## config.mk

```make
export PLATFORM = sky130hd
export DESIGN_NAME = scct_timer
export DESIGN_NICKNAME = d
export VERILOG_FILES = /design/src/scct_pkg.sv /design/src/scct_timer.sv /design/src/scct_channel.sv
export SDC_FILE = /design/constraint.sdc
export NUM_CORES = 1
export LEC_CHECK = 0
export ABC_AREA = 1
export BUFFER_PORTS_ARGS = -buffer_cell sky130_fd_sc_hd__buf_2
export CELL_PAD_IN_SITES_DETAIL_PLACEMENT = 1
export CELL_PAD_IN_SITES_GLOBAL_PLACEMENT = 1
export CORE_MARGIN = 1.5
export CORE_UTILIZATION = 25
export CTS_CLUSTER_SIZE = 40
export DETAILED_ROUTE_END_ITERATION = 10
export PLACE_DENSITY = 0.59
export SLEW_MARGIN = 10
export SYNTH_ARGS = -nofsm -noshare
export SYNTH_HDL_FRONTEND = slang
export SYNTH_HIERARCHICAL = 1
export SYNTH_SLANG_ARGS = --single-unit
export TNS_END_PERCENT = 1
```

## constraint.sdc

```tcl
create_clock -name clock_in -period 2.65 [get_ports clock_in]
set_input_delay 0.53 -clock clock_in [delete_from_list [all_inputs] [get_ports clock_in]]
set_output_delay 0.53 -clock clock_in [all_outputs]
set_load 0.05 [all_outputs]
```

## src/scct_pkg.sv

```systemverilog
`default_nettype none
package scct_pkg;
  localparam int          NCH        = 2;
  localparam int          CW         = 16;
  localparam int          AW         = 8;
  localparam int          DW         = 16;
  localparam int          NGR        = 2;
  // ----------------------------------------------------------
  // Register offsets
  // ----------------------------------------------------------
  localparam logic [7:0]  OFS_START  = 8'h00;
  localparam logic [7:0]  OFS_SYNC   = 8'h01;
  localparam int          CH_STRIDE  = 16;
  localparam logic [7:0]  OFS_CTRL   = 8'h00;
  localparam logic [7:0]  OFS_IOC    = 8'h01;
  localparam logic [7:0]  OFS_IER    = 8'h02;
  localparam logic [7:0]  OFS_FLAG   = 8'h03;
  localparam logic [7:0]  OFS_CNT    = 8'h04;
  localparam logic [7:0]  OFS_GRA    = 8'h06;
  localparam logic [7:0]  OFS_GRB    = 8'h08;
  // ----------------------------------------------------------
  // Fields and reset values
  // ----------------------------------------------------------
  localparam logic [7:0]  SYNC_MASK  = 8'h06;
  localparam logic [7:0]  START_MASK = 8'h06;
  localparam logic [7:0]  IER_MASK   = 8'h13;
  localparam logic [7:0]  FLAG_MASK  = 8'h13;
  localparam logic [7:0]  CTRL_MASK  = 8'h03;
  localparam logic [7:0]  REG_RST    = 8'h00;
  localparam logic [15:0] CNT_RST    = 16'h0000;
  localparam logic [15:0] CNT_MAX    = 16'hffff;
  localparam int          FLAG_OVF   = 4;
  localparam int          IOC_W      = 4;
  localparam int          IOC_CAPT   = 3;
  localparam logic [1:0]  OUT_NONE   = 2'h0;
  localparam logic [1:0]  OUT_LOW    = 2'h1;
  localparam logic [1:0]  OUT_HIGH   = 2'h2;
  localparam logic [1:0]  EDGE_RISE  = 2'h0;
  localparam logic [1:0]  EDGE_FALL  = 2'h1;
  typedef enum logic [1:0] {
    SCCT_CLR_NONE,
    SCCT_CLR_MATCH_A,
    SCCT_CLR_MATCH_B,
    SCCT_CLR_SYNC
  } scct_clr_type;
endpackage : scct_pkg
`default_nettype wire

```

## src/scct_timer.sv

```systemverilog
`timescale 1ns/10ps
`default_nettype none
module scct_timer (
  // Clock and reset
  input  wire logic                          clock_in,
  input  wire logic                          rst_n_in,
  // CPU bus
  input  wire logic [scct_pkg::AW-1:0]       bus_addr_in,
  input  wire logic                          bus_wr_in,
  input  wire logic                          bus_rd_in,
  input  wire logic [1:0]                    bus_be_in,
  input  wire logic [scct_pkg::DW-1:0]       bus_wdata_in,
  output logic      [scct_pkg::DW-1:0]       bus_rdata_out,
  // Timer pins
  input  wire logic [2*scct_pkg::NCH-1:0]    timer_io_pin_in,
  output logic      [2*scct_pkg::NCH-1:0]    timer_io_pin_out,
  output logic      [2*scct_pkg::NCH-1:0]    timer_io_pin_oe_n_out,
  // Interrupt requests
  output logic      [2*scct_pkg::NCH-1:0]    irq_match_out,
  output logic      [scct_pkg::NCH-1:0]      irq_ovf_out
);
  import scct_pkg::*;

  logic [7:0]                start_q, start_d, sync_q, sync_d;
  logic [NCH-1:0][7:0]       ctrl_q, ctrl_d, ioc_q, ioc_d, ier_q, ier_d, flag_q, flag_d;
  logic [DW-1:0]             rdata_q, rdata_d;
  logic [NCH-1:0][CW-1:0]    cnt, gra, grb;
  logic [NCH-1:0][1:0]       evt, gr_wr;
  logic [NCH-1:0]            mclr, ovf, cnt_wr, load_en, sync_clr;
  logic                      any_sync_wr;

  // ----------------------------------------------------------
  // Decode helpers
  // ----------------------------------------------------------
  function automatic logic [AW-1:0] ch_ofs(input int c, input logic [7:0] ofs);
    return AW'(CH_STRIDE * (c + 1) + int'(ofs));
  endfunction : ch_ofs

  function automatic logic byte_wr(input logic [AW-1:0] ofs);
    return bus_wr_in && (bus_addr_in[AW-1:1] == ofs[AW-1:1]) && (ofs[0] ? bus_be_in[0] : bus_be_in[1]);
  endfunction : byte_wr

  function automatic logic [7:0] byte_data(input logic [AW-1:0] ofs);
    return ofs[0] ? bus_wdata_in[7:0] : bus_wdata_in[15:8];
  endfunction : byte_data

  function automatic logic word_hit(input logic [AW-1:0] ofs);
    return bus_addr_in[AW-1:1] == ofs[AW-1:1];
  endfunction : word_hit

  // ----------------------------------------------------------
  // Synchronous preset and clear
  // ----------------------------------------------------------
  always_comb begin
    any_sync_wr = 1'b0;
    for (int c = 0; c < NCH; c++) begin
      cnt_wr[c]   = bus_wr_in && word_hit(ch_ofs(c, OFS_CNT)) && bus_be_in == 2'h3;
      gr_wr[c][0] = bus_wr_in && word_hit(ch_ofs(c, OFS_GRA)) && bus_be_in == 2'h3;
      gr_wr[c][1] = bus_wr_in && word_hit(ch_ofs(c, OFS_GRB)) && bus_be_in == 2'h3;
      any_sync_wr = any_sync_wr | (cnt_wr[c] & sync_q[c+1]);
    end
    for (int c = 0; c < NCH; c++) begin
      load_en[c]  = cnt_wr[c] | (sync_q[c+1] & any_sync_wr);
      sync_clr[c] = 1'b0;
      for (int k = 0; k < NCH; k++) begin
        if (k != c) sync_clr[c] = sync_clr[c] | (sync_q[c+1] & sync_q[k+1] & mclr[k]);
      end
    end
  end

  // ----------------------------------------------------------
  // Register file
  // ----------------------------------------------------------
  always_comb begin
    logic [7:0] f;
    f       = '0;
    start_d = start_q;
    sync_d  = sync_q;
    ctrl_d  = ctrl_q;
    ioc_d   = ioc_q;
    ier_d   = ier_q;
    if (byte_wr(OFS_START)) start_d = byte_data(OFS_START) & START_MASK;
    if (byte_wr(OFS_SYNC)) sync_d = byte_data(OFS_SYNC) & SYNC_MASK;
    for (int c = 0; c < NCH; c++) begin
      if (byte_wr(ch_ofs(c, OFS_CTRL))) ctrl_d[c] = byte_data(ch_ofs(c, OFS_CTRL)) & CTRL_MASK;
      if (byte_wr(ch_ofs(c, OFS_IOC))) ioc_d[c] = byte_data(ch_ofs(c, OFS_IOC));
      if (byte_wr(ch_ofs(c, OFS_IER))) ier_d[c] = byte_data(ch_ofs(c, OFS_IER)) & IER_MASK;
      f = flag_q[c];
      if (byte_wr(ch_ofs(c, OFS_FLAG))) f = f & byte_data(ch_ofs(c, OFS_FLAG));
      f[1:0]      = f[1:0] | evt[c];
      f[FLAG_OVF] = f[FLAG_OVF] | ovf[c];
      flag_d[c]   = f & FLAG_MASK;
    end
  end

  always_comb begin
    rdata_d = rdata_q;
    if (bus_rd_in) begin
      rdata_d = '0;
      if (word_hit(OFS_START)) rdata_d = {start_q, sync_q};
      for (int c = 0; c < NCH; c++) begin
        if (word_hit(ch_ofs(c, OFS_CTRL))) rdata_d = {ctrl_q[c], ioc_q[c]};
        if (word_hit(ch_ofs(c, OFS_IER))) rdata_d = {ier_q[c], flag_q[c]};
        if (word_hit(ch_ofs(c, OFS_CNT))) rdata_d = cnt[c];
        if (word_hit(ch_ofs(c, OFS_GRA))) rdata_d = gra[c];
        if (word_hit(ch_ofs(c, OFS_GRB))) rdata_d = grb[c];
      end
    end
  end

  always_ff @(posedge clock_in or negedge rst_n_in) begin
    if (!rst_n_in) begin
      start_q <= REG_RST;
      sync_q  <= REG_RST;
      ctrl_q  <= '{default: REG_RST};
      ioc_q   <= '{default: REG_RST};
      ier_q   <= '{default: REG_RST};
      flag_q  <= '{default: REG_RST};
      rdata_q <= '0;
    end else begin
      start_q <= start_d;
      sync_q  <= sync_d;
      ctrl_q  <= ctrl_d;
      ioc_q   <= ioc_d;
      ier_q   <= ier_d;
      flag_q  <= flag_d;
      rdata_q <= rdata_d;
    end
  end

  assign bus_rdata_out = rdata_q;

  // ----------------------------------------------------------
  // Channels
  // ----------------------------------------------------------
  for (genvar c = 0; c < NCH; c++) begin : g_ch
    scct_channel u_ch (
      .clock_in      (clock_in),
      .rst_n_in      (rst_n_in),
      .run_in        (start_q[c+1]),
      .clr_src_in    (scct_clr_type'(ctrl_q[c][1:0])),
      .ioc_in        (ioc_q[c]),
      .sync_clr_in   (sync_clr[c]),
      .load_en_in    (load_en[c]),
      .wdata_in      (bus_wdata_in),
      .gr_wr_in      (gr_wr[c]),
      .pin_in        (timer_io_pin_in[2*c +: 2]),
      .pin_out       (timer_io_pin_out[2*c +: 2]),
      .pin_oe_n_out  (timer_io_pin_oe_n_out[2*c +: 2]),
      .count_out     (cnt[c]),
      .gra_out       (gra[c]),
      .grb_out       (grb[c]),
      .event_out     (evt[c]),
      .match_clr_out (mclr[c]),
      .ovf_out       (ovf[c])
    );
    assign irq_match_out[2*c +: 2] = flag_q[c][1:0] & ier_q[c][1:0];
    assign irq_ovf_out[c]          = flag_q[c][FLAG_OVF] & ier_q[c][FLAG_OVF];
  end

  // ----------------------------------------------------------
  // Checks
  // ----------------------------------------------------------
  property p_sync_preset;
    @(posedge clock_in) disable iff (!rst_n_in)
    cnt_wr[0] && sync_q[1] && sync_q[2] |=> cnt[0] == $past(bus_wdata_in) && cnt[1] == $past(bus_wdata_in);
  endproperty
  a_sync_preset: assert property (p_sync_preset) else $error("synchronous preset missed");

  property p_reserved;
    @(posedge clock_in) disable iff (!rst_n_in)
    byte_wr(OFS_SYNC) |=> (sync_q & ~SYNC_MASK) == 8'h00;
  endproperty
  a_reserved: assert property (p_reserved) else $error("reserved sync bits set");

  property p_ovf_flag;
    @(posedge clock_in) disable iff (!rst_n_in)
    ovf[0] |=> flag_q[0][FLAG_OVF] ##0 (irq_ovf_out[0] == ier_q[0][FLAG_OVF]);
  endproperty
  a_ovf_flag: assert property (p_ovf_flag) else $error("overflow flag or request wrong");

  property p_sticky;
    @(posedge clock_in) disable iff (!rst_n_in)
    flag_q[0][0] && !byte_wr(ch_ofs(0, OFS_FLAG)) |=> flag_q[0][0];
  endproperty
  a_sticky: assert property (p_sticky) else $error("flag dropped without clear");

  property p_sync_clear;
    @(posedge clock_in) disable iff (!rst_n_in)
    sync_clr[1] && ctrl_q[1][1:0] == 2'h3 && !load_en[1] |=> cnt[1] == CNT_RST;
  endproperty
  a_sync_clear: assert property (p_sync_clear) else $error("synchronous clear missed");

  c_overflow:   cover property (@(posedge clock_in) disable iff (!rst_n_in) ovf[0]);
  c_sync_clear: cover property (@(posedge clock_in) disable iff (!rst_n_in) sync_clr[1]);
  c_capture:    cover property (@(posedge clock_in) disable iff (!rst_n_in) evt[0][1] && ioc_q[0][IOC_W+IOC_CAPT]);
endmodule : scct_timer
`default_nettype wire

```

## src/scct_channel.sv

```systemverilog
`timescale 1ns/10ps
`default_nettype none
module scct_channel (
  // Clock and reset
  input  wire logic                      clock_in,
  input  wire logic                      rst_n_in,
  // Control
  input  wire logic                      run_in,
  input  wire scct_pkg::scct_clr_type    clr_src_in,
  input  wire logic [7:0]                ioc_in,
  input  wire logic                      sync_clr_in,
  // Counter and general register writes
  input  wire logic                      load_en_in,
  input  wire logic [scct_pkg::CW-1:0]   wdata_in,
  input  wire logic [1:0]                gr_wr_in,
  // Pins
  input  wire logic [1:0]                pin_in,
  output logic      [1:0]                pin_out,
  output logic      [1:0]                pin_oe_n_out,
  // State and events
  output logic      [scct_pkg::CW-1:0]   count_out,
  output logic      [scct_pkg::CW-1:0]   gra_out,
  output logic      [scct_pkg::CW-1:0]   grb_out,
  output logic      [1:0]                event_out,
  output logic                           match_clr_out,
  output logic                           ovf_out
);
  import scct_pkg::*;
  logic [CW-1:0] cnt_q, cnt_d;
  logic [CW-1:0] gr_q [NGR];
  logic [CW-1:0] gr_d [NGR];
  logic [1:0]    pin_q, pin_d, prev_q, prev_d;
  logic [1:0]    match, capt;
  logic          clr_now;

  // ----------------------------------------------------------
  // Compare, capture and counter
  // ----------------------------------------------------------
  always_comb begin
    logic [IOC_W-1:0] f;
    f             = '0;
    match         = '0;
    capt          = '0;
    pin_d         = pin_q;
    prev_d        = pin_in;
    for (int i = 0; i < NGR; i++) begin
      f           = ioc_in[i*IOC_W +: IOC_W];
      gr_d[i]     = gr_q[i];
      if (f[IOC_CAPT]) begin
        pin_oe_n_out[i] = 1'b1;
        if (f[1:0] == EDGE_RISE) capt[i] = pin_in[i] & ~prev_q[i];
        else if (f[1:0] == EDGE_FALL) capt[i] = ~pin_in[i] & prev_q[i];
        else capt[i] = pin_in[i] ^ prev_q[i];
      end else begin
        pin_oe_n_out[i] = (f[1:0] == OUT_NONE);
        match[i]  = run_in && (cnt_q == gr_q[i]);
        if (match[i]) begin
          case (f[1:0])
            OUT_LOW:  pin_d[i] = 1'b0;
            OUT_HIGH: pin_d[i] = 1'b1;
            OUT_NONE: pin_d[i] = pin_q[i];
            default:  pin_d[i] = ~pin_q[i];
          endcase
        end
      end
      if (capt[i]) gr_d[i] = cnt_q;
      else if (gr_wr_in[i]) gr_d[i] = wdata_in;
    end
    event_out     = match | capt;
    match_clr_out = (clr_src_in == SCCT_CLR_MATCH_A && event_out[0]) ||
                    (clr_src_in == SCCT_CLR_MATCH_B && event_out[1]);
    clr_now       = match_clr_out || (clr_src_in == SCCT_CLR_SYNC && sync_clr_in);
    ovf_out       = 1'b0;
    cnt_d         = cnt_q;
    if (load_en_in) cnt_d = wdata_in;
    else if (clr_now) cnt_d = CNT_RST;
    else if (run_in) begin
      cnt_d       = cnt_q + 16'h0001;
      ovf_out     = (cnt_q == CNT_MAX);
    end
  end

  always_ff @(posedge clock_in or negedge rst_n_in) begin
    if (!rst_n_in) begin
      cnt_q  <= CNT_RST;
      gr_q   <= '{default: 16'hffff};
      pin_q  <= 2'h0;
      prev_q <= 2'h0;
    end else begin
      cnt_q  <= cnt_d;
      gr_q   <= gr_d;
      pin_q  <= pin_d;
      prev_q <= prev_d;
    end
  end

  assign count_out = cnt_q;
  assign gra_out   = gr_q[0];
  assign grb_out   = gr_q[1];
  assign pin_out   = pin_q;

  // ----------------------------------------------------------
  // Checks
  // ----------------------------------------------------------
  property p_count_inc;
    @(posedge clock_in) disable iff (!rst_n_in)
    run_in && !load_en_in && !clr_now |=> cnt_q == $past(cnt_q) + 16'h0001;
  endproperty
  a_count_inc: assert property (p_count_inc) else $error("counter did not step by one");

  property p_stopped;
    @(posedge clock_in) disable iff (!rst_n_in)
    !run_in && !load_en_in && !clr_now |=> $stable(cnt_q) && $stable(pin_q);
  endproperty
  a_stopped: assert property (p_stopped) else $error("stopped counter or pin moved");

  property p_match_clear;
    @(posedge clock_in) disable iff (!rst_n_in)
    match_clr_out && !load_en_in |=> cnt_q == CNT_RST;
  endproperty
  a_match_clear: assert property (p_match_clear) else $error("match did not clear counter");

  property p_capture;
    @(posedge clock_in) disable iff (!rst_n_in)
    capt[1] |=> gr_q[1] == $past(cnt_q);
  endproperty
  a_capture: assert property (p_capture) else $error("capture lost counter value");

  property p_high_out;
    @(posedge clock_in) disable iff (!rst_n_in)
    match[0] && ioc_in[1:0] == OUT_HIGH |=> pin_q[0];
  endproperty
  a_high_out: assert property (p_high_out) else $error("pin not high after match");
endmodule : scct_channel
`default_nettype wire

```

After elaboration in Yosys (flattened, before gate mapping)

Cells that the tools add are included.
W data, S select, Z words.

Flip-flop bits (word level): 156
Input bits: 34
Output and inout port bits: 30
Word-level logic and storage cells: 223

Add/subtract/negate cells: 2
Eq/ne operators: 31
Multiplexer cells: 57
Bitwise gates (word level): 54
Reduce and logical (&&, ||, !) cells: 56

Operators by type and width:

| kind                    | count |
|---|---|
| $mux W16                | 24 |
| $eq A16 B16 Y1          | 4 |
| $logic_and A1 B1 Y1     | 37 |
| $eq A7 B4 Y1 const B    | 5 |
| $eq A7 B5 Y1 const B    | 5 |
| $add A16 B1 Y16 const B | 2 |
| $eq A16 B16 Y1 const B  | 2 |
| $mux W1                 | 26 |
| $not A1 Y1              | 20 |
| $eq A2 B2 Y1 const B    | 9 |
| $and A1 B1 Y1           | 17 |
| $eq A2 B1 Y1 const B    | 6 |
| $pmux W1 S3             | 4 |
| $reduce_and A3 Y1       | 4 |
| $mux W11                | 1 |
| $and A5 B5 Y5           | 2 |
| $mux W5                 | 2 |
| $logic_not A2 Y1        | 4 |
| $or A2 B2 Y2            | 4 |
| $reduce_bool A2 Y1      | 4 |
| $logic_not A7 Y1        | 1 |
| $reduce_bool A3 Y1      | 2 |
| $or A1 B1 Y1            | 5 |
| $and A2 B2 Y2           | 2 |
| other kinds (2)         | 8 |

Longest topological paths before layout

Gate-level depths: netlist (run 1).

Word-level depth: 14
Depth in mapped cells: 20
Mapped depth without buffers: 18

By module

Netlist (run 1), hierarchy kept.

By module, submodules not included:

| module       | instances | cells each | area an instance (um^2) | sequential area each (um^2) |
|---|---|---|---|---|
| scct_channel | 2         | 519        | 3694.8                  | 1341.3 |
| scct_timer   | 1         | 485        | 3228.1                  | 1301.2 |

Worst setup path after synthesis (run 1)

OpenSTA, ideal clock, no wires.

Kind: input-to-reg
Start: in bus_addr_in[7] (netlist name)
End: reg g_ch[0].u_ch.cnt_q[13]
Setup time: 117 ps
Data arrival time: 2398 ps
Required time: 2533 ps
Slack: 135 ps
Stages on the path: 15
Path buffers: 3
Cells stage by stage: inv_1 > nand3_2 > inv_2 > nand2_4 > nor2_4 > buf_2 > inv_1 > o31ai_1 > clkbuf_1 > clkbuf_1 > nor2_1 > nand4_1 > nand2_1 > nand2_1 > nand2_1

Longest elaborated chain between the ends: 8
Elaborated cells between the ends (all ways): 13
Those cells by class: eq/ne: 2; mux: 1; bitwise: 5; reduce/logical: 5

RTL lines:

| item                                                            | RTL line           | source |
|---|---|---|
| from (decl)                                                     | scct_timer.sv:8    | `input wire logic [scct_pkg::AW-1:0] bus_addr_in,` |
| $eq A7 B4 Y1 / $eq A7 B5 Y1 (equally long branches)             | scct_timer.sv:48   | `return bus_addr_in[AW-1:1] == ofs[AW-1:1];` |
| $logic_and A1 B1 Y1 (2 in a row)                                | scct_timer.sv:57   | `cnt_wr[c] = bus_wr_in && word_hit(ch_ofs(c, OFS_CNT)) && bus_be_in == 2'h3;` |
| $and A1 B1 Y1                                                   | scct_timer.sv:60   | `any_sync_wr = any_sync_wr \| (cnt_wr[c] & sync_q[c+1]);` |
| $or A1 B1 Y1                                                    | scct_timer.sv:60   |  |
| $and A1 B1 Y1                                                   | scct_timer.sv:63   | `load_en[c] = cnt_wr[c] \| (sync_q[c+1] & any_sync_wr);` |
| $or A1 B1 Y1 (*)                                                | scct_timer.sv:63   |  |
| named net load_en[0]                                            | scct_timer.sv:29   | `logic [NCH-1:0] mclr, ovf, cnt_wr, load_en, sync_clr;` |
| $reduce_bool A3 Y1 (no line) / $mux W16 (equally long branches) | n/a                |  |
| to (signal assigned)                                            | scct_channel.sv:90 | `cnt_q <= cnt_d;` |
| to (decl)                                                       | scct_channel.sv:29 | `logic [CW-1:0] cnt_q, cnt_d;` |

Mark *: on every way through the listed nets, which the timed path passes. The rest lies on a longest branch.
A chain may end at the register's enable or synchronous reset.

==> reports/results.tsv, run 1 <==
metric	value	unit
result of the run	finished clean	
DR vias/cell	5.009	
final core utilization	30.72	%
placed cell areas	12180	sq um
worst slack, placed	-55.87	ps
setup repair after global routing missed its margin	yes	
Total Routed Length	46.14	mm
CTS clk-pin slew, worst paths	70	ps
initial DRC count	656	
crit path time final	2544	ps
router iterations before antenna repair	5	
Worst-Skew Late Latency	460	ps
Layout Skew	15.89	ps
largest net degree at the start of global routing	66	
sequential area share after synthesis	37.52	%
share of the synthesized area in the top cell type	21.68	%
leakage	6.363	nW
peak supply drop	0.4738	mV
number of global-route vias before repair	11050	
startpoint of the most critical setup path	g_ch[0].u_ch/gra_out[6]$_DFFE_PN1P_	
count of synthesis-stage warnings from yosys	6	
total power consumption of the routed design	7.616	mW
Die Y-Extent	209.1	um
count of final hold-check violations	0	
required arrival time at the worst endpoint	2990	ps
Die Width	209.1	um
Critical Path Fanout Max	9	
global-route wire length before repair	70.04	mm
Period Utilization, post-route	96.02	%
number of endpoints failing setup at the final stage	0	
Min-Delay Path Class	input pin to flip-flop	
Post-Synthesis Cells	1523	
Ports	64	
num rows	75	
overflow left after global routing	0	
crit path launch type	flip-flop	
leading cell types by total area after synthesis	dfrtp_1, nand2_1, dfstp_2	
count of different cell masters after synthesis	40	
critical path capture point type	flip-flop	
mean post-synth cell area	6.972	sq um
root buffer cell	clkbuf_16	
top cell type by total area after synthesis	dfrtp_1	
number of CTS-inserted buffers	17	
category of the critical setup timing path	flip-flop to flip-flop	
clock sinks	156	
post-detailed-route DRC marker count	0	
initial antenna violation count	0	
final weighted congestion of routability-driven global placement	0.8691	
Area growth syn-to-layout	21.35	%
CTS tree	yes	
max-slew violation count	0	
R2R Path End	g_ch[1].u_ch/count_out[4]$_DFFE_PN0P_	
HPWL after DPL	34.26	mm
count of H-tree levels built during CTS	4	
number of cells on the worst reg-to-reg path	18	
worst slew pin tran	587.4	ps
number of I/O port buffers	62	
routed via count	11030	
GR Util All Layers	21.48	%
ANT nets after route	0	
netlist area before placement	10620	sq um
initial core utilization	25.31	%
worst r2r src	g_ch[0].u_ch/gra_out[6]$_DFFE_PN1P_	
pwr dens	591.1	nW/um^2
share of final-layout standard cells stronger than drive strength 1	20.46	%
# Max-Cap Violations	0	
worst path arrival time	2890	ps
antenna diode count	0	
CP endpoint	g_ch[1].u_ch/count_out[4]$_DFFE_PN0P_	
Peak Freq	393.0	MHz
placeable core area	41950	sq um
post-detailed-route wirelength per cell	20.96	um
Final Instance Area	12880	sq um
PnR worst setup slack	105.5	ps
Longest Clk Path Bufs	2	
flop-to-flop setup slack	110	ps
die footprint	43720	sq um
worst slew margin relative to its limit	60.74	%
dpl cells	2166	
Final Net Count	1706	
register bit count reported by yosys	156	
final non-filler cell total	2201	
number of nets in the synthesized netlist	1579	
cells in the final DEF, fill, tap and decap left out, types with 6 or more instances in the layout:
| cell type | n |
|---|---|
| inv_1 | 167 |
| dfrtp_2 | 6 |
| dfrtp_1 | 86 |
| a21oi_1 | 33 |
| nor2_2 | 11 |
| o21ai_0 | 49 |
| ha_1 | 22 |
| nor2_1 | 118 |
| buf_2 | 61 |
| nand2_1 | 497 |
| o21ai_1 | 34 |
| nand2_4 | 8 |
| xor2_1 | 16 |
| nand3_1 | 142 |
| o211ai_1 | 22 |
| buf_4 | 103 |
| inv_2 | 19 |
| clkbuf_16 | 22 |
| o221ai_1 | 52 |
| dfstp_2 | 64 |
| nand4_1 | 55 |
| nand3_2 | 7 |
how the worst min path moves through the flow:
stage / slack (ps) / to / depth (start not counted) / startpoint
floorplan: 230 / bus_rdata_out[0]$_DFFE_PN0P_ / 0 / rst_n_in
global placement: 460 / bus_rdata_out[13]$_DFFE_PN0P_ / 1 / rst_n_in
detailed placement: 460 / bus_rdata_out[13]$_DFFE_PN0P_ / 1 / rst_n_in
CTS: 200 / g_ch[1].u_ch/prev_q[1]$_DFF_PN0_ / 1 / timer_io_pin_in[3]
global route: 210 / g_ch[1].u_ch/prev_q[1]$_DFF_PN0_ / 1 / timer_io_pin_in[3]
finish: 220 / g_ch[0].u_ch/prev_q[1]$_DFF_PN0_ / 1 / timer_io_pin_in[1]
state kept, by name, indices dropped and copies added (netlist names), 4 cells and up:
name / cells
bus_rdata_out: 16
ctrl_q: 4
flag_q: 6
g_ch.u_ch/count_out: 32
g_ch.u_ch/gra_out: 32
g_ch.u_ch/grb_out: 32
g_ch.u_ch/pin_out: 4
g_ch.u_ch/prev_q: 4
ier_q: 6
ioc_q: 16
final cells by class:
type	count	area, sq um
well taps	539	674.4
inverters	188	708.2
fillers	5215	29060
flip-flops and latches	156	3991
clock inverters	3	15.01
clock buffers	28	593.1
repair buffers	173	1222
multi-input cells	1114	5680
cells in the mapped netlist, drive strengths merged:
cell type / n
dfstp: 64
ha: 22
o211ai: 24
clkbuf: 36
a21oi: 33
or2: 4
o21ai: 83
mux2: 1
xor2: 16
nand4: 55
o21bai: 5
o31ai: 1
clkinv: 1
nand3: 149
o221ai: 52
nand3b: 4
nor3b: 2
inv: 187
nand2: 512
nor2: 135
o22ai: 4
nor3: 5
xnor2: 2
dfrtp: 92
nor4: 5
buf: 29
cells by family after synthesis:
kind of cell	after synthesis	share of synthesized area (%)
and+or+nand+nor	871	36.53
muxes	1	0.1060
xor gates and xnor gates	18	1.485
DFF	156	37.52
AOI/OAI and AO/OA	202	12.21
adders and majority gates	22	2.592
buffers and inverters	253	9.557
repair_timing:
action                                 4_1_cts  5_1_grt
buffers inserted                             2        1
pin swaps                                    1        0
endpoints found under the hold margin       15        0
setup endpoints to repair                   32       33
gates resized for setup                      4       17
hold buffers                                 1        0
metrics by stage:
step	hold WS, ps	TNS [ps]
final	216.9	0
after global routing	210.3	-89.98
after CTS	197.5	0
after detailed placement	460.0	-1267
after global placement	460.5	-483.7
after floorplan	234.4	0
critical path, cell delays in order, from the launching register on:
cell and delay (ps):
dfstp_2 550, inv_1 50, nand2_1 50, nand2_1 50, nor2_1 170, nand2_1 90, nor2_2 120, nand3_2 170
nand2_4 120, nand2_4 90, nand2_8 90, inv_1 80, nor2_2 160, nand3_2 130, inv_2 130, nor2_8 80
buf_12 140, nand3_1 60, nand2_1 70
report_power, final:
| part | switching [mW] | internal, mW | leakage (nW) |
|---|---|---|---|
| clock network | 1.09 | 1.52 | 0.302 |
| registers | 0.360 | 2.96 | 1.89 |
| logic | 1.05 | 0.638 | 4.17 |
| total | 2.49 | 5.12 | 6.36 |
metal layers:
| metal | wire (um) | GRT usage [%] | up-vias |
|---|---|---|---|
| met1 | 22660 | 30.61 | 5503 |
| li1 | - | - | 5248 |
| met2 | 20560 | 33.33 | 229 |
| met3 | 1504 | 2.284 | 45 |
| met4 | 1415 | 8.171 | 0 |
| met5 | 0 | 0 | - |
(Power assumes the default switching activity.)
==> inputs of run 2 (changes only) <==
SYNTH_HIERARCHICAL = unset   (was 1)
==> run 2 against run 1 <==
Worst hold slack lost 180 ps. First-iteration DRC count shrank 5.5%. Power grew 7.2%. Sequential cell count is the same. Critical path type unchanged. Largest cell class unchanged.
==> reports/results.tsv, run 2 <==
metric	value	unit	change
result of the run	finished clean		
worst r2r src	g_ch[0].u_ch.count_out[5]$_DFFE_PN0P_		
root buffer cell	clkbuf_16		
Total Routed Length	43.91	mm	-4.8%
register bit count reported by yosys	156		unchanged
Final Instance Area	12120	sq um	-5.9%
dpl cells	2052		-5.3%
Final Net Count	1595		-6.5%
final non-filler cell total	2084		-5.3%
cells traversed along the worst timing path	inv_2 > nand2_1 > nand2_1 > nor2_2 > nand2_1 > nor2_2 > nand3_2 > nand2_1 > nand2_2 > nand2_4 > nand2_4 > nand3_4 > inv_4 > nand2_1 > nand2_1		
largest net degree at the start of global routing	52		-21%
worst slack on hold paths	38.75	ps	-178.2 ps
Hold Buf Count CTS	0		-1
count of final hold-check violations	0		unchanged
share of final-layout standard cells stronger than drive strength 1	19.91	%	-0.55 points
initial core utilization	25.37	%	+0.054 points
final weighted congestion of routability-driven global placement	0.8698		about the same
count of H-tree levels built during CTS	4		unchanged
mux cell area share after synthesis	0	%	-0.11 points
area share of fa/ha/maj cells after synthesis	2.652	%	+0.059 points
Post-CTS Setup Repair Bufs	0		-2
clock sinks	156		unchanged
worst slew pin tran	752.0	ps	+164.5 ps
number of global-route vias before repair	10430		-5.6%
num rows	74		-1.3%
Peak Freq	414.7	MHz	+5.5%
routed via count	10280		-6.8%
Layout Skew	16.95	ps	+1.055 ps
number of endpoints failing setup at the final stage	0		unchanged
leading cell type in the layout, fill and taps excluded	nand2_1		
netlist area before placement	10380	sq um	-2.2%
total power consumption of the routed design	8.164	mW	+7.2%
placed cell areas	11550	sq um	-5.2%
Ports	64		unchanged
combinational family with the most area after synthesis	simple AND/OR/NAND/NOR gates		
R2R Path End	g_ch[1].u_ch.count_out[0]$_DFFE_PN0P_		
top cells by count, synth	nand2_1, o21ai_0, inv_1, nor2_1, dfrtp_1		
flop-to-flop setup slack	240	ps	+130 ps
crit path time final	2411	ps	-133.0 ps
critical path capture point type	flip-flop		
worst slew margin relative to its limit	49.86	%	-11 points
number of cells on the worst reg-to-reg path	15		-3
fraction of the mapped netlist area in simple logic gates	28.72	%	-7.8 points
share of flip-flops with an asynchronous set or reset after synthesis	100.0	%	unchanged
worst path arrival time	2750	ps	-140 ps
synthesized-area fraction occupied by xor and xnor cells	2.700	%	+1.2 points
GR Util All Layers	21.28	%	-0.20 points
leakage	5.954	nW	-6.4%
required arrival time at the worst endpoint	2980	ps	about the same
PnR worst setup slack	238.5	ps	+133.0 ps
CTS clk-pin slew, worst paths	70	ps	about the same
most used cells in the layout excluding fill and tap cells	nand2_1, o21ai_0, inv_1, nor2_1, dfrtp_1		
leading cell types by total area after synthesis	dfrtp_1, dfstp_2, nand2_1		
maximum single-stage delay on the critical path	600	ps	+50 ps
Worst-Skew Late Latency	450	ps	about the same
initial antenna violation count	0		unchanged
global-route wire length before repair	66.49	mm	-5.1%
number of synthesized flops with an enable pin	0		unchanged
top_reg_cell synth	dfrtp_1		
Min-Delay Path Class	input pin to asynchronous set/reset pin		
share of the synthesized area in the top cell type	22.18	%	+0.49 points
setup repair after global routing missed its margin	no		
DR vias/cell	4.932		-1.5%
Die Y-Extent	206.8	um	-1.1%
Period Utilization, post-route	91.00	%	-5.0 points
Longest Clk Path Bufs	2		unchanged
count of buffering cells on the critical path with inverters included	2		-2
worst slack, placed	129.9	ps	+185.8 ps
# Max-Cap Violations	0		unchanged
mean post-synth cell area	7.130	sq um	+2.3%
cell family with the largest share of critical-path delay	simple AND/OR/NAND/NOR gates		
top cell type by total area after synthesis	dfrtp_1		
router iterations before antenna repair	5		unchanged
number of I/O port buffers	62		unchanged
slowest CP cell	dfrtp_1		
Post-Synthesis Cells	1456		-4.4%
ANT nets after route	0		unchanged
Fin Setup TNS	0	ps	unchanged
cell occurring most often along the worst timing path	nand2_1		
most used standard cell by instance count after synthesis	nand2_1		
peak supply drop	0.4375	mV	-7.7%
initial DRC count	620		-5.5%
Compound-Gate Fraction of Synth Area	17.25	%	+5.0 points
CTS tree	yes		
post-detailed-route wirelength per cell	21.07	um	+0.51%
antenna diode count	0		unchanged
overflow left after global routing	0		unchanged
post-detailed-route DRC marker count	0		unchanged
number of CTS-inserted buffers	17		unchanged
crit path launch type	flip-flop		
placeable core area	40920	sq um	-2.4%
sequential area share after synthesis	38.38	%	+0.85 points
final core utilization	29.62	%	-1.1 points
HPWL after DPL	34.28	mm	about the same
count of different cell masters after synthesis	47		+18%
Area growth syn-to-layout	16.76	%	
max-slew violation count	0		unchanged
number of nets in the synthesized netlist	1512		-4.2%
Critical Path Fanout Max	16		+7
category of the critical setup timing path	flip-flop to flip-flop		
pwr dens	673.5	nW/um^2	+14%
die footprint	42760	sq um	-2.2%
number of filler cells placed in the layout	5141		-1.4%
Die Width	206.8	um	-1.1%
count of synthesis-stage warnings from yosys	0		-6
## run 2: how the worst max path moves through the flow
stage / slack, ps / cells after the start / from / end
after floorplan: 580 / 13 / timer_io_pin_in[2] / g_ch[0].u_ch.count_out[15]$_DFFE_PN0P_
after global placement: 190 / 12 / bus_addr_in[6] / bus_rdata_out[5]$_DFFE_PN0P_
after detailed placement: 130 / 12 / bus_addr_in[6] / bus_rdata_out[5]$_DFFE_PN0P_
after CTS: 240 / 15 / g_ch[0].u_ch.count_out[0]$_DFFE_PN0P_ / g_ch[1].u_ch.count_out[0]$_DFFE_PN0P_
after global routing: 20 / 12 / g_ch[1].u_ch.count_out[1]$_DFFE_PN0P_ / g_ch[1].u_ch.count_out[12]$_DFFE_PN0P_
final: 240 / 15 / g_ch[0].u_ch.count_out[5]$_DFFE_PN0P_ / g_ch[1].u_ch.count_out[0]$_DFFE_PN0P_
## run 2: timing repair
item | in CTS | in global routing
resized for setup | 0 | 1
hold endpoints to repair | 0 | 0
setup endpoints to repair | 0 | 2
## run 2: cells by family after synthesis
kind of cell,after synthesis
adder cells (fa/ha/maj),22
XOR/XNOR,32
flip-flops,156
AND/OR/NAND/NOR,678
buffers and inverters,252
AO/OA/AOI/OAI,316
## run 2: layer usage
metal | up-vias | GRT usage (%) | routed length [um]
met2 | 265 | 32.82 | 19350
met1 | 5093 | 30.81 | 21570
met3 | 45 | 2.967 | 1975
li1 | 4875 | - | -
met5 | - | 0 | 0
met4 | 0 | 6.141 | 1012
## run 2: power by group
| group | switching [mW] | leakage, nW | total (mW) | internal (mW) |
|---|---|---|---|---|
| sequential | 0.518 | 1.89 | 3.62 | 3.10 |
| combinational | 1.34 | 3.79 | 2.04 | 0.700 |
| clock | 1.09 | 0.273 | 2.50 | 1.41 |
## run 2: final cells by class
cell class                      count  area [sq um]  area share, %
Clock buffer                       21         450.4          3.716
Clock inverter                     11         120.1         0.9909
Inverter                          194         735.7          6.069
Multi-Input combinational cell   1048          5335          44.01
Sequential cell                   156          3985          32.88
Tap cell                          532         665.6          5.491
Timing Repair Buffer              122         829.5          6.844
